[src/tag_pkg.sv]
// Package: constants and types of the transmit alarm generator
package tag_pkg;
  // ----------------------------------------
  // Register map
  // ----------------------------------------
  localparam logic [7:0] TAG_CTRL_OFS = 8'h00;
  localparam logic [7:0] TAG_STAT_OFS = 8'h04;
  localparam logic [11:0] TAG_CTRL_RST = 12'h000;
  // ----------------------------------------
  // Control fields
  // ----------------------------------------
  localparam int TAG_MODE_LSB = 0;
  localparam int TAG_SEL_LSB = 2;
  localparam int TAG_LZ_BIT = 4;
  localparam int TAG_EXTFE_BIT = 5;
  localparam int TAG_AUTORA_BIT = 6;
  localparam int TAG_EXTRA_BIT = 7;
  localparam int TAG_ALLOH_BIT = 8;
  localparam int TAG_PAT_LSB = 9;
  localparam int TAG_CTRL_W = 12;
  // ----------------------------------------
  // Line modes
  // ----------------------------------------
  localparam logic [1:0] TAG_MODE_M13 = 2'h0;
  localparam logic [1:0] TAG_MODE_CBIT = 2'h1;
  localparam logic [1:0] TAG_MODE_G751 = 2'h2;
  localparam logic [1:0] TAG_MODE_G832 = 2'h3;
  // ----------------------------------------
  // Bit position codes of the input stream
  // ----------------------------------------
  typedef logic [3:0] tag_pos_t;
  localparam tag_pos_t TAG_POS_PAY = 4'h0;
  localparam tag_pos_t TAG_POS_F = 4'h1;
  localparam tag_pos_t TAG_POS_M = 4'h2;
  localparam tag_pos_t TAG_POS_P = 4'h3;
  localparam tag_pos_t TAG_POS_X = 4'h4;
  localparam tag_pos_t TAG_POS_C = 4'h5;
  localparam tag_pos_t TAG_POS_ABIT = 4'h6;
  localparam tag_pos_t TAG_POS_RDI = 4'h7;
  localparam tag_pos_t TAG_POS_REI = 4'h8;
  localparam tag_pos_t TAG_POS_OH = 4'h9;
  localparam logic [2:0] TAG_SF_IDLE_C = 3'h3;
  localparam logic [2:0] TAG_SF_FEBE = 3'h4;
  // ----------------------------------------
  // DS3 alarm states
  // ----------------------------------------
  typedef enum logic [3:0] {
    TAG_ALM_NORMAL = 4'b0001,
    TAG_ALM_YELLOW = 4'b0010,
    TAG_ALM_IDLE = 4'b0100,
    TAG_ALM_AIS = 4'b1000
  } tag_alm_e;
endpackage : tag_pkg

[src/tag_pat_if.sv]
// Interface: payload pattern request and answer
`timescale 1ns/1ps
`default_nettype none
interface tag_pat_if;
  logic bit_en;
  logic oh_bit;
  logic ais_bit;
  logic idle_bit;
  modport gen (input bit_en, input oh_bit, output ais_bit, output idle_bit);
  modport user (output bit_en, output oh_bit, input ais_bit, input idle_bit);
endinterface : tag_pat_if
`default_nettype wire

[src/tag_alarm_gen.sv]
// Transmit alarm generator for one DS3/E3 framer channel
//
// Our own choices: the register offsets and the Wishbone interface to the registers.
`timescale 1ns/1ps
`default_nettype none
module tag_alarm_gen (
  input wire logic mclk,
  input wire logic srst,
  input wire logic ce,
  input wire logic wb_cyc_i,
  input wire logic wb_stb_i,
  input wire logic wb_we_i,
  input wire logic [7:0] wb_adr_i,
  input wire logic [3:0] wb_sel_i,
  input wire logic [31:0] wb_dat_i,
  output logic [31:0] wb_dat_o,
  output logic wb_ack_o,
  input wire logic tx_bit_en,
  input wire logic tx_data,
  input wire tag_pkg::tag_pos_t tx_pos,
  input wire logic tx_frame_start,
  input wire logic [2:0] tx_subframe,
  input wire logic [1:0] tx_grp_idx,
  input wire logic ext_overhead_in,
  input wire logic signal_loss_flag,
  input wire logic frame_loss_flag,
  input wire logic rx_frame_bit_error,
  input wire logic rx_path_parity_error,
  input wire logic rx_bip8_error,
  output logic line_pos_out,
  output logic line_neg_out
);
  import tag_pkg::*;

  // ----------------------------------------
  // Declarations
  // ----------------------------------------
  logic [TAG_CTRL_W-1:0] ctrl_ff;
  logic [TAG_CTRL_W-1:0] nxt_ctrl;
  logic ack_ff;
  logic [31:0] rdat_ff;
  logic [31:0] nxt_rdat;
  logic ext_s1_ff;
  logic ext_s2_ff;
  tag_alm_e ds3_alarm_ff;
  tag_alm_e nxt_ds3_alarm;
  logic febe_pend_ff;
  logic febe_send_ff;
  logic rei_pend_ff;
  logic par_acc_ff;
  logic par_ff;
  logic line_pos_ff;
  logic line_neg_ff;
  logic nxt_line_pos;
  logic e3_remote_bit;

  tag_pat_if pat ();

  // ----------------------------------------
  // Control fields
  // ----------------------------------------
  wire [1:0] mode = ctrl_ff[TAG_MODE_LSB +: 2];
  wire [1:0] alarm_select = ctrl_ff[TAG_SEL_LSB +: 2];
  wire alarm_select_hi = alarm_select[1];
  wire alarm_select_lo = alarm_select[0];
  wire force_line_zero = ctrl_ff[TAG_LZ_BIT];
  wire ext_far_end_error_src = ctrl_ff[TAG_EXTFE_BIT];
  wire auto_remote_alarm_en = ctrl_ff[TAG_AUTORA_BIT];
  wire ext_remote_alarm_src = ctrl_ff[TAG_EXTRA_BIT];
  wire all_oh_with_data = ctrl_ff[TAG_ALLOH_BIT];
  wire [2:0] far_end_error_pattern = ctrl_ff[TAG_PAT_LSB +: 3];

  wire is_ds3 = (mode == TAG_MODE_M13) || (mode == TAG_MODE_CBIT);
  wire is_cbit = (mode == TAG_MODE_CBIT);
  wire is_g751 = (mode == TAG_MODE_G751);
  wire is_g832 = (mode == TAG_MODE_G832);
  wire step = ce && tx_bit_en;

  // ----------------------------------------
  // Wishbone slave
  // ----------------------------------------
  function automatic logic [TAG_CTRL_W-1:0] tag_wr_merge(
    input logic [TAG_CTRL_W-1:0] old_v,
    input logic [31:0] dat,
    input logic [3:0] sel
  );
    logic [TAG_CTRL_W-1:0] res;
    res = old_v;
    if (sel[0])
      res[7:0] = dat[7:0];
    if (sel[1])
      res[TAG_CTRL_W-1:8] = dat[TAG_CTRL_W-1:8];
    return res;
  endfunction : tag_wr_merge

  wire wb_req = wb_cyc_i && wb_stb_i && !ack_ff;
  wire hit_ctrl = (wb_adr_i == TAG_CTRL_OFS);
  wire hit_stat = (wb_adr_i == TAG_STAT_OFS);
  wire ctrl_wr = wb_req && wb_we_i && hit_ctrl;

  assign nxt_ctrl = ctrl_wr ? tag_wr_merge(ctrl_ff, wb_dat_i, wb_sel_i) : ctrl_ff;

  wire [31:0] stat_word = {23'h0, frame_loss_flag, signal_loss_flag, e3_remote_bit,
                           rei_pend_ff, febe_pend_ff, ds3_alarm_ff};
  assign nxt_rdat = hit_ctrl ? {20'h0, ctrl_ff} : (hit_stat ? stat_word : 32'h0);

  always_ff @(posedge mclk)
  begin
    if (srst)
    begin
      ctrl_ff <= TAG_CTRL_RST;
      ack_ff <= 1'b0;
      rdat_ff <= 32'h0;
    end
    else if (ce)
    begin
      ctrl_ff <= nxt_ctrl;
      ack_ff <= wb_req;
      rdat_ff <= wb_req ? nxt_rdat : rdat_ff;
    end
  end

  assign wb_ack_o = ack_ff;
  assign wb_dat_o = rdat_ff;

  // ----------------------------------------
  // External overhead pin synchroniser
  // ----------------------------------------
  always_ff @(posedge mclk)
  begin
    if (srst)
    begin
      ext_s1_ff <= 1'b0;
      ext_s2_ff <= 1'b0;
    end
    else if (ce)
    begin
      ext_s1_ff <= ext_overhead_in;
      ext_s2_ff <= ext_s1_ff;
    end
  end

  // ----------------------------------------
  // DS3 alarm state, frame aligned
  // ----------------------------------------
  function automatic tag_alm_e tag_sel_dec(input logic [1:0] sel);
    tag_alm_e res;
    res = TAG_ALM_NORMAL;
    unique case (sel)
      2'h0: res = TAG_ALM_NORMAL;
      2'h1: res = TAG_ALM_YELLOW;
      2'h2: res = TAG_ALM_IDLE;
      2'h3: res = TAG_ALM_AIS;
    endcase
    return res;
  endfunction : tag_sel_dec

  assign nxt_ds3_alarm = (step && tx_frame_start) ? tag_sel_dec(alarm_select) : ds3_alarm_ff;

  always_ff @(posedge mclk)
  begin
    if (srst)
      ds3_alarm_ff <= TAG_ALM_NORMAL;
    else if (ce)
      ds3_alarm_ff <= nxt_ds3_alarm;
  end

  // ----------------------------------------
  // Payload pattern generator
  // ----------------------------------------
  assign pat.bit_en = tx_bit_en;
  assign pat.oh_bit = (tx_pos != TAG_POS_PAY);

  tag_pat_gen u_pat (
    .mclk(mclk),
    .srst(srst),
    .ce(ce),
    .pat(pat)
  );

  // ----------------------------------------
  // Far-end block error and remote error
  // ----------------------------------------
  wire febe_slot = is_cbit && (tx_pos == TAG_POS_C) && (tx_subframe == TAG_SF_FEBE);
  wire febe_take = step && febe_slot && (tx_grp_idx == 2'h0);
  wire febe_err = rx_frame_bit_error || rx_path_parity_error;
  wire febe_now = (tx_grp_idx == 2'h0) ? febe_pend_ff : febe_send_ff;
  wire febe_bit = febe_now ? far_end_error_pattern[2'h2 - tx_grp_idx] : 1'b1;
  wire rei_take = step && is_g832 && (tx_pos == TAG_POS_REI);
  wire rei_bit = rei_pend_ff && !frame_loss_flag;

  always_ff @(posedge mclk)
  begin
    if (srst)
    begin
      febe_pend_ff <= 1'b0;
      febe_send_ff <= 1'b0;
      rei_pend_ff <= 1'b0;
    end
    else if (ce)
    begin
      febe_pend_ff <= febe_err || (febe_pend_ff && !febe_take);
      febe_send_ff <= febe_take ? febe_pend_ff : febe_send_ff;
      rei_pend_ff <= rx_bip8_error || (rei_pend_ff && !rei_take);
    end
  end

  // ----------------------------------------
  // E3 remote alarm or defect bit
  // ----------------------------------------
  wire e3_auto_bit = signal_loss_flag || frame_loss_flag;
  wire e3_src_bit = all_oh_with_data ? tx_data :
                    auto_remote_alarm_en ? e3_auto_bit :
                    ext_remote_alarm_src ? ext_s2_ff : 1'b0;
  assign e3_remote_bit = alarm_select_hi || e3_src_bit;
  wire e3_remote_slot = (is_g751 && (tx_pos == TAG_POS_ABIT)) ||
                        (is_g832 && (tx_pos == TAG_POS_RDI));

  // ----------------------------------------
  // DS3 output bit selection
  // ----------------------------------------
  wire ds3_c_norm = (febe_slot && !ext_far_end_error_src) ? febe_bit : tx_data;
  wire ds3_ais_bit = (tx_pos == TAG_POS_PAY) ? pat.ais_bit :
                     (tx_pos == TAG_POS_P) ? par_ff :
                     (tx_pos == TAG_POS_X) ? 1'b1 :
                     (tx_pos == TAG_POS_C) ? 1'b0 : tx_data;
  wire ds3_idle_bit = (tx_pos == TAG_POS_PAY) ? pat.idle_bit :
                      (tx_pos == TAG_POS_P) ? par_ff :
                      (tx_pos == TAG_POS_X) ? 1'b1 :
                      (tx_pos != TAG_POS_C) ? tx_data :
                      (tx_subframe == TAG_SF_IDLE_C) ? 1'b0 : ds3_c_norm;
  wire ds3_norm_bit = (tx_pos == TAG_POS_C) ? ds3_c_norm :
                      (tx_pos == TAG_POS_X && ds3_alarm_ff == TAG_ALM_YELLOW) ? 1'b0 :
                      tx_data;
  wire ds3_bit = (ds3_alarm_ff == TAG_ALM_AIS) ? ds3_ais_bit :
                 (ds3_alarm_ff == TAG_ALM_IDLE) ? ds3_idle_bit : ds3_norm_bit;

  // ----------------------------------------
  // E3 output bit selection
  // ----------------------------------------
  wire e3_rei_src = (ext_far_end_error_src || all_oh_with_data) ? tx_data : rei_bit;
  wire e3_bit = alarm_select_lo ? 1'b1 :
                e3_remote_slot ? e3_remote_bit :
                (is_g832 && tx_pos == TAG_POS_REI) ? e3_rei_src : tx_data;

  // ----------------------------------------
  // Line output and DS3 parity tracking
  // ----------------------------------------
  assign nxt_line_pos = force_line_zero ? 1'b0 : (is_ds3 ? ds3_bit : e3_bit);
  wire pay_bit = (tx_pos == TAG_POS_PAY) && nxt_line_pos;

  // Stream is consumed at its own pace, never stalled
  always_ff @(posedge mclk)
  begin
    if (srst)
    begin
      line_pos_ff <= 1'b0;
      line_neg_ff <= 1'b0;
      par_acc_ff <= 1'b0;
      par_ff <= 1'b0;
    end
    else if (step)
    begin
      line_pos_ff <= nxt_line_pos;
      line_neg_ff <= 1'b0;
      par_acc_ff <= tx_frame_start ? pay_bit : (par_acc_ff ^ pay_bit);
      par_ff <= tx_frame_start ? par_acc_ff : par_ff;
    end
  end

  assign line_pos_out = line_pos_ff;
  assign line_neg_out = line_neg_ff;

  // ----------------------------------------
  // Assertions
  // ----------------------------------------
  a_line_zero: assert property (@(posedge mclk) disable iff (srst)
    step && force_line_zero |=> !line_pos_out && !line_neg_out)
    else $error("line not zero while forced");

  a_alarm_latch: assert property (@(posedge mclk) disable iff (srst)
    step && tx_frame_start |=> ds3_alarm_ff == tag_sel_dec($past(alarm_select)))
    else $error("alarm state not taken at frame start");

  a_alarm_hold: assert property (@(posedge mclk) disable iff (srst)
    !(step && tx_frame_start) |=> $stable(ds3_alarm_ff))
    else $error("alarm state changed mid frame");

  a_yellow_x: assert property (@(posedge mclk) disable iff (srst)
    step && is_ds3 && ds3_alarm_ff == TAG_ALM_YELLOW && tx_pos == TAG_POS_X && !force_line_zero
    |=> !line_pos_out)
    else $error("yellow X bit not zero");

  a_ais_cbit: assert property (@(posedge mclk) disable iff (srst)
    step && is_ds3 && ds3_alarm_ff == TAG_ALM_AIS && tx_pos == TAG_POS_C |=> !line_pos_out)
    else $error("AIS C bit not zero");

  a_idle_c3: assert property (@(posedge mclk) disable iff (srst)
    step && is_ds3 && ds3_alarm_ff == TAG_ALM_IDLE && tx_pos == TAG_POS_C
    && tx_subframe == TAG_SF_IDLE_C |=> !line_pos_out)
    else $error("IDLE subframe 3 C bit not zero");

  a_febe_pat: assert property (@(posedge mclk) disable iff (srst)
    step && febe_slot && tx_grp_idx == 2'h0 && !ext_far_end_error_src && !force_line_zero
    && ds3_alarm_ff == TAG_ALM_NORMAL |=> line_pos_out == ($past(febe_pend_ff)
    ? $past(far_end_error_pattern[2]) : 1'b1))
    else $error("far-end error bit wrong");

  a_e3_ais: assert property (@(posedge mclk) disable iff (srst)
    step && !is_ds3 && alarm_select_lo && !force_line_zero |=> line_pos_out)
    else $error("E3 AIS not all ones");

  a_remote_force: assert property (@(posedge mclk) disable iff (srst)
    step && e3_remote_slot && alarm_select_hi && !force_line_zero |=> line_pos_out)
    else $error("remote alarm not forced");

  a_rei_oof: assert property (@(posedge mclk) disable iff (srst)
    step && is_g832 && tx_pos == TAG_POS_REI && frame_loss_flag && !alarm_select_lo
    && !ext_far_end_error_src && !all_oh_with_data |=> !line_pos_out)
    else $error("remote error sent during frame loss");
endmodule : tag_alarm_gen
`default_nettype wire

[src/tag_pat_gen.sv]
// Payload pattern generator for DS3 AIS and IDLE
`timescale 1ns/1ps
`default_nettype none
module tag_pat_gen (
  input wire logic mclk,
  input wire logic srst,
  input wire logic ce,
  tag_pat_if.gen pat
);
  logic [1:0] phase_ff;
  logic [1:0] nxt_phase;

  // ----------------------------------------
  // Phase restarts after each overhead bit
  // ----------------------------------------
  assign nxt_phase = pat.oh_bit ? 2'h0 : phase_ff + 2'h1;
  assign pat.ais_bit = ~phase_ff[0];
  assign pat.idle_bit = ~phase_ff[1];

  always_ff @(posedge mclk)
  begin
    if (srst)
      phase_ff <= 2'h0;
    else if (ce && pat.bit_en)
      phase_ff <= nxt_phase;
  end
endmodule : tag_pat_gen
`default_nettype wire

[config.mk]
export PLATFORM = sky130hd
export DESIGN_NAME = tag_alarm_gen
export DESIGN_NICKNAME = d
export VERILOG_FILES = /design/src/tag_pkg.sv /design/src/tag_pat_if.sv /design/src/tag_alarm_gen.sv /design/src/tag_pat_gen.sv
export SDC_FILE = /design/constraint.sdc
export NUM_CORES = 1
export LEC_CHECK = 0
export BUFFER_PORTS_ARGS = -buffer_cell sky130_fd_sc_hd__buf_2
export CORE_ASPECT_RATIO = 1.4
export CORE_MARGIN = 3
export CORE_UTILIZATION = 49
export DETAILED_ROUTE_END_ITERATION = 12
export PLACE_DENSITY = 0.85
export SYNTH_ARGS = -nofsm -noshare
export SYNTH_HDL_FRONTEND = slang
export SYNTH_SLANG_ARGS = --single-unit
[constraint.sdc]
create_clock -name mclk -period 5 [get_ports mclk]
set_input_delay 1.25 -clock mclk [delete_from_list [all_inputs] [get_ports mclk]]
set_output_delay 1.25 -clock mclk [all_outputs]
set_load 0.02 [all_outputs]
-- Word level (Yosys, flattened, before mapping)
Cells that the tools add are included.
- register bits: 59
- RAM bits: 0
- output and inout bits: 35
- bits of input ports: 68
- memory bits (read-only): 0
- memories kept: 0
- logic and storage cells: 117
- bits in latches: 0
- equal/unequal tests: 19
- muxes and demuxes: 32
- bitwise operators: 3
- shift operators: 0
- $add $sub $neg: 2
- reductions and logical operators: 46
- divide/modulo/power cells: 0
- order comparisons: 1
- multipliers: 0
- operators with widths (cell ; count):
    two-way mux 1 bit ; 27
    logical AND 1 bit ; 21
    equality test 4 x 3 -> 1 bit (second input constant) ; 5
    case mux 4 bit (4 select lines) ; 1
    two-way mux 12 bit ; 1
    two-way mux 9 bit ; 1
    equality test 2 bit (second input constant) ; 4
    equality test 4 x 2 -> 1 bit (second input constant) ; 2
    equality test 4 bit (second input constant) ; 2
    equality test 8 x 3 -> 1 bit (second input constant) ; 1
    logical NOT 8 bit ; 1
    logical OR 1 bit ; 8
    AND reduction 2 bit ; 4
    logical NOT 2 bit ; 3
    AND reduction 3 bit ; 2
    logical NOT 1 bit ; 5
    equality test 2 x 1 -> 1 bit (second input constant) ; 2
    logical NOT 4 bit ; 1
    inequality test 4 x 3 -> 1 bit (second input constant) ; 1
    nonzero test 4 bit ; 1
    equality test 3 x 2 -> 1 bit (second input constant) ; 1
    equality test 3 bit (second input constant) ; 1
    less-than comparator 2 x 3 -> 1 bit (second input constant) ; 1
    adder 2 x 1 -> 2 bit (second input constant) ; 1
    5 further kinds ; 6

-- Depth between registers and ports, before layout
- depth after elaboration: 17
- gate-level depth with buffers: 9
- gate-level depth less buffers: 9

-- By module
Synthesis repeated with hierarchy kept, for this count alone.
- cells, all modules: 246
- area total of the unflattened synthesis: 2170.8 sq um
- by module, submodules not included (module ; times used ; cells each ; area each (sq um)):
    tag_alarm_gen ; 1 ; 235 ; 2062.0
    tag_pat_gen ; 1 ; 11 ; 108.9

-- Worst setup path before layout
No wires, ideal clock.
- path type: in2reg
- start: input tx_grp_idx[0]
- end: register par_acc_ff
- stages: 9
- data required time: 4941 ps
- data arrival time: 2663 ps
- setup time: 59 ps
- setup slack: 2278 ps
- cells stage by stage: inv_1 -> ha_1 -> mux2i_1 -> o211ai_1 -> mux2i_1 -> o21ai_1 -> a211o_1 -> a311o_1 -> nand2_1
- word-level cells in the longest chain between the ends: 17
- elaborated cells between the ends (all ways): 20
- classes of those cells: add/sub: 1; mux: 16; bitwise: 1; reduce/logical: 2
- RTL lines (element ; line ; source):
    from (decl) ; tag_alarm_gen.sv:23 ; input wire logic [1:0] tx_grp_idx,
    subtractor 2 bit ; tag_alarm_gen.sv:188 ; wire febe_bit = febe_now ? far_end_error_pattern[2'h2 - tx_grp_idx] : 1'b1;
    binary-select mux 1 bit (select 2 bit) ; tag_alarm_gen.sv:188 ;
    two-way mux 1 bit (implied by the code) ; tag_alarm_gen.sv:188 ;
    two-way mux 1 bit (*) ; tag_alarm_gen.sv:188 ;
    two-way mux 1 bit (*) ; tag_alarm_gen.sv:222 ; wire ds3_c_norm = (febe_slot && !ext_far_end_error_src) ? febe_bit : tx_data;
    two-way mux 1 bit ; tag_alarm_gen.sv:231 ; (tx_subframe == TAG_SF_IDLE_C) ? 1'b0 : ds3_c_norm;
    two-way mux 1 bit ; tag_alarm_gen.sv:230 ; (tx_pos != TAG_POS_C) ? tx_data :
    two-way mux 1 bit ; tag_alarm_gen.sv:229 ; (tx_pos == TAG_POS_X) ? 1'b1 :
    two-way mux 1 bit ; tag_alarm_gen.sv:228 ; (tx_pos == TAG_POS_P) ? par_ff :
    two-way mux 1 bit ; tag_alarm_gen.sv:227 ; wire ds3_idle_bit = (tx_pos == TAG_POS_PAY) ? pat.idle_bit :
    two-way mux 1 bit (*) ; tag_alarm_gen.sv:236 ; (ds3_alarm_ff == TAG_ALM_IDLE) ? ds3_idle_bit : ds3_norm_bit;
    two-way mux 1 bit (*) ; tag_alarm_gen.sv:235 ; wire ds3_bit = (ds3_alarm_ff == TAG_ALM_AIS) ? ds3_ais_bit :
    two-way mux 1 bit (*) (2 in a row) ; tag_alarm_gen.sv:249 ; assign nxt_line_pos = force_line_zero ? 1'b0 : (is_ds3 ? ds3_bit : e3_bit);
    logical AND 1 bit (*) ; tag_alarm_gen.sv:250 ; wire pay_bit = (tx_pos == TAG_POS_PAY) && nxt_line_pos;
    bitwise XOR 1 bit ; tag_alarm_gen.sv:266 ; par_acc_ff <= tx_frame_start ? pay_bit : (par_acc_ff ^ pay_bit);
    two-way mux 1 bit (*) ; tag_alarm_gen.sv:266 ;
    to (signal assigned) ; tag_alarm_gen.sv:266 ;
    to (decl) ; tag_alarm_gen.sv:50 ; logic par_acc_ff;
Every way passes the cells marked *; elsewhere a longest branch is shown, timed or not. The select of a mux whose other input is x is not followed.
A chain may end at the register's enable or synchronous reset.

-- Worst setup path in the final report
Same ends and word-level chain as after synthesis.

==> flow_metrics.env <==
export IMPL_outcome="complete, no violations"
export IMPL_grt_max_degree=41
export IMPL_via_per_inst=5.639
export IMPL_clock_sinks=39
export IMPL_r2r_setup_slack_ns=3.02
export IMPL_antenna_found_initial=0
export IMPL_ys_seq_area_share_pct=37.19
export IMPL_syn_inst=253
export IMPL_netlist_area_um2=2100
export IMPL_gp_congestion=0.9083
export IMPL_hold_viol=0
export IMPL_coreArea_um2=4020
export IMPL_multi_input_area_um2=1176
export IMPL_diodes=0
export IMPL_fin_skew_ns=0.007284
export IMPL_cts_tree="built"
export IMPL_n_fill_cell=361
export IMPL_cp_arrival_ns=2.95
export IMPL_overflow=0
export IMPL_crit_required_ns=5.24
export IMPL_path_max_fanout=3
export IMPL_cp_end_kind="flop"
export IMPL_ys_seq_elements=39
export IMPL_fp_dieW_um=61.32
export IMPL_rsz0062_at_grt="no"
export IMPL_row_count=27
export IMPL_start_util_pct=52.23
export IMPL_fin_crit_ns=2.715
export IMPL_p_leak_nw=1.105
export IMPL_max_slew_worst_pin_slew_ns=0.6902
export IMPL_ys_warnings_count=0
export IMPL_hold_path_class="reg -> reg"
export IMPL_grt_pass1_wl_mm=8.045
export IMPL_syn_area_per_cell_um2=8.298
export IMPL_drive_above_1_share_pct=23.62
export IMPL_cts_resized=0
export IMPL_cts_hold_buf=0
export IMPL_worstHoldStart="ctrl_ff[6]"
export IMPL_power_density_nw_per_um2=268.7
export IMPL_clock_path_buffers=2
export IMPL_drtAntennaViolNets=0
export IMPL_vias=1985
export IMPL_tns_ns=0
export IMPL_grt_pass1_vias=1822
export IMPL_clkSlewWorstSetupHoldPaths_ns=0.08
export IMPL_start_kind="input port"
export IMPL_final_core_util_pct=60.85
export IMPL_ioPinCount=103
export IMPL_maxCapViolCount=0
export IMPL_synth_edf_count=0
export IMPL_path_class="in -> reg"
export IMPL_post_cts_buffers=0
export IMPL_slew_limit_headroom_pct=53.99
export IMPL_dr_pass1_iters=4
export IMPL_synthFlopType="dfxtp_1"
export IMPL_grt_usage_pct=20.06
export IMPL_clk_latency_ns=0.29
export IMPL_critPathLaunch="tx_grp_idx[0]"
export IMPL_yosysUniqueCellTypes=45
export IMPL_r2r_start="ctrl_ff[1]"
export IMPL_finalSetupViolations=0
export IMPL_ir_worst_vdd_v=0.0002443
export IMPL_syn_to_final_growth_pct=16.51
export IMPL_register_area_um2=780.7
export IMPL_period_share_pct=54.30
export IMPL_ys_async_sr_fraction_pct=0
export IMPL_first_iter_violations=49
export IMPL_cts_max_level=2
export IMPL_dpl_hpwl_mm=3.815
export IMPL_dieArea_um2=5117
export IMPL_root_buffer="clkbuf_8"
export IMPL_nNetsFinal=377
export IMPL_die_h_um=83.45
export IMPL_routed_wl_mm=4.961
export IMPL_io_buffers=59
export IMPL_drv_slew=0
export IMPL_drc_errors=0
export IMPL_avgRoutedWirePerCell_um=14.09
export IMPL_fmax_mhz=368.3
export IMPL_cts_made_buffers=5
## metal layers
layer	part of all wire (%)	vias to the layer above	track usage, %
li1	-	973	-
met1	38	923	23.48
met2	54	76	34.59
met3	5.7	13	4.334
met4	2.2	0	6.706
met5	0	-	0
## kinds of logic after synthesis
logic type	synth area share [%]
compound gates	16.21
xor+xnor	0.8345
fa+ha+maj	0.5959
buf+inv	10.37
flops	37.19
mux	9.595
other cells	0.1786
simple gates	25.03
## sequential cells by signal (all words and copies together) (netlist names), 2 cells and up
signal	count
ds3_alarm_ff	4
wb_dat_o	12
u_pat.phase_ff	2
ctrl_ff	12
## path summary, 6_finish.rpt
kind,to,cells after the start
min,ctrl_ff[6],2
min reg2reg,ctrl_ff[6],2
max reg2reg,par_acc_ff,7
max,par_acc_ff,10
## cells in the mapped netlist (all sizes together) (2+ instances only)
| cell | number | area (µm²) |
|---|---|---|
| nand4b | 2 | 17.52 |
| nand2b | 4 | 25.02 |
| clkbuf | 6 | 22.52 |
| xnor2 | 2 | 17.52 |
| nand2 | 27 | 101.4 |
| and3 | 4 | 25.02 |
| a211o | 3 | 26.28 |
| o21ai | 5 | 25.02 |
| nor3 | 4 | 25.02 |
| nor3b | 2 | 15.01 |
| nor4 | 4 | 40.04 |
| nand3 | 5 | 25.02 |
| inv | 4 | 15.01 |
| a31oi | 2 | 12.51 |
| nor2b | 2 | 12.51 |
| buf | 26 | 180.2 |
| or3 | 2 | 12.51 |
| mux2 | 9 | 101.4 |
| nand4 | 4 | 25.02 |
| nor4b | 3 | 32.53 |
| mux2i | 10 | 100.1 |
| dfxtp | 39 | 780.8 |
| o211ai | 2 | 15.01 |
| nor2 | 33 | 123.9 |
| a22oi | 13 | 97.59 |
| a21oi | 24 | 120.1 |
## power by group
part	internal (W)	leakage, nW	total (W)	switching, W
clock	0.000161	0.0612	0.000269	0.000107
combinational	0.0000259	0.729	0.0000722	0.0000464
sequential	0.000314	0.315	0.000316	0.00000263
total	0.000501	1.10	0.000657	0.000156
## placed cells by master (no fill, tap or decap), types with 2 or more instances in the layout
cell type,netlist,layout
dfxtp_1,39,39
nor4b_1,2,2
nor3b_1,2,2
nand4b_1,2,2
nor2b_1,2,2
mux2i_1,10,10
clkbuf_8,0,6
mux2_1,8,8
nand4_1,4,4
o211ai_1,2,2
and3_1,4,4
a31oi_1,2,2
nor4_1,3,3
o21ai_0,2,2
or3_1,2,2
a21oi_1,24,24
xnor2_1,2,2
nor2_1,33,33
buf_2,3,59
nand2_1,27,27
a211o_1,3,3
inv_1,4,4
nor3_1,3,3
nand2b_1,4,4
o21ai_1,3,3
nand3_1,5,5
conb_1,1,21
a22oi_1,13,13
## critical path: stages
cell and delay (ns):
buf_2 0.10, inv_1 0.04, ha_1 0.31, mux2i_1 0.19, o211ai_1 0.15, mux2i_1 0.16, o21ai_1 0.07, a211o_1 0.30
a311o_1 0.32, nand2_1 0.06
## final cells by class
type | count | share of cell area [%]
clock inverters | 2 | 1.432
repair buffers | 60 | 12.38
well taps | 43 | 2.199
clock buffers | 6 | 3.376
flip-flops and latches | 39 | 31.92
multi-input cells | 198 | 48.08
inverters | 4 | 0.6138
## metrics by stage
| step | setup WS [ns] | hold WS (ns) | cells | instance area, µm² | power, W |
|---|---|---|---|---|---|
| final | 2.285 | 0.4815 | 352 | 2446 | 0.0006574 |
| after global routing | 2.162 | 0.5069 | 352 | 2446 | 0.0006819 |
| after CTS | 2.297 | 0.4826 | 352 | 2446 | 0.0006638 |
| after detailed placement | 1.993 | 0.4718 | 344 | 2328 | 0.0003949 |
| after global placement | 2.015 | 0.4560 | 344 | 2328 | 0.0003938 |
| after floorplan | 2.278 | 0.4382 | 273 | 2175 | 0.0003804 |
Power figures use the tool's default switching activity.
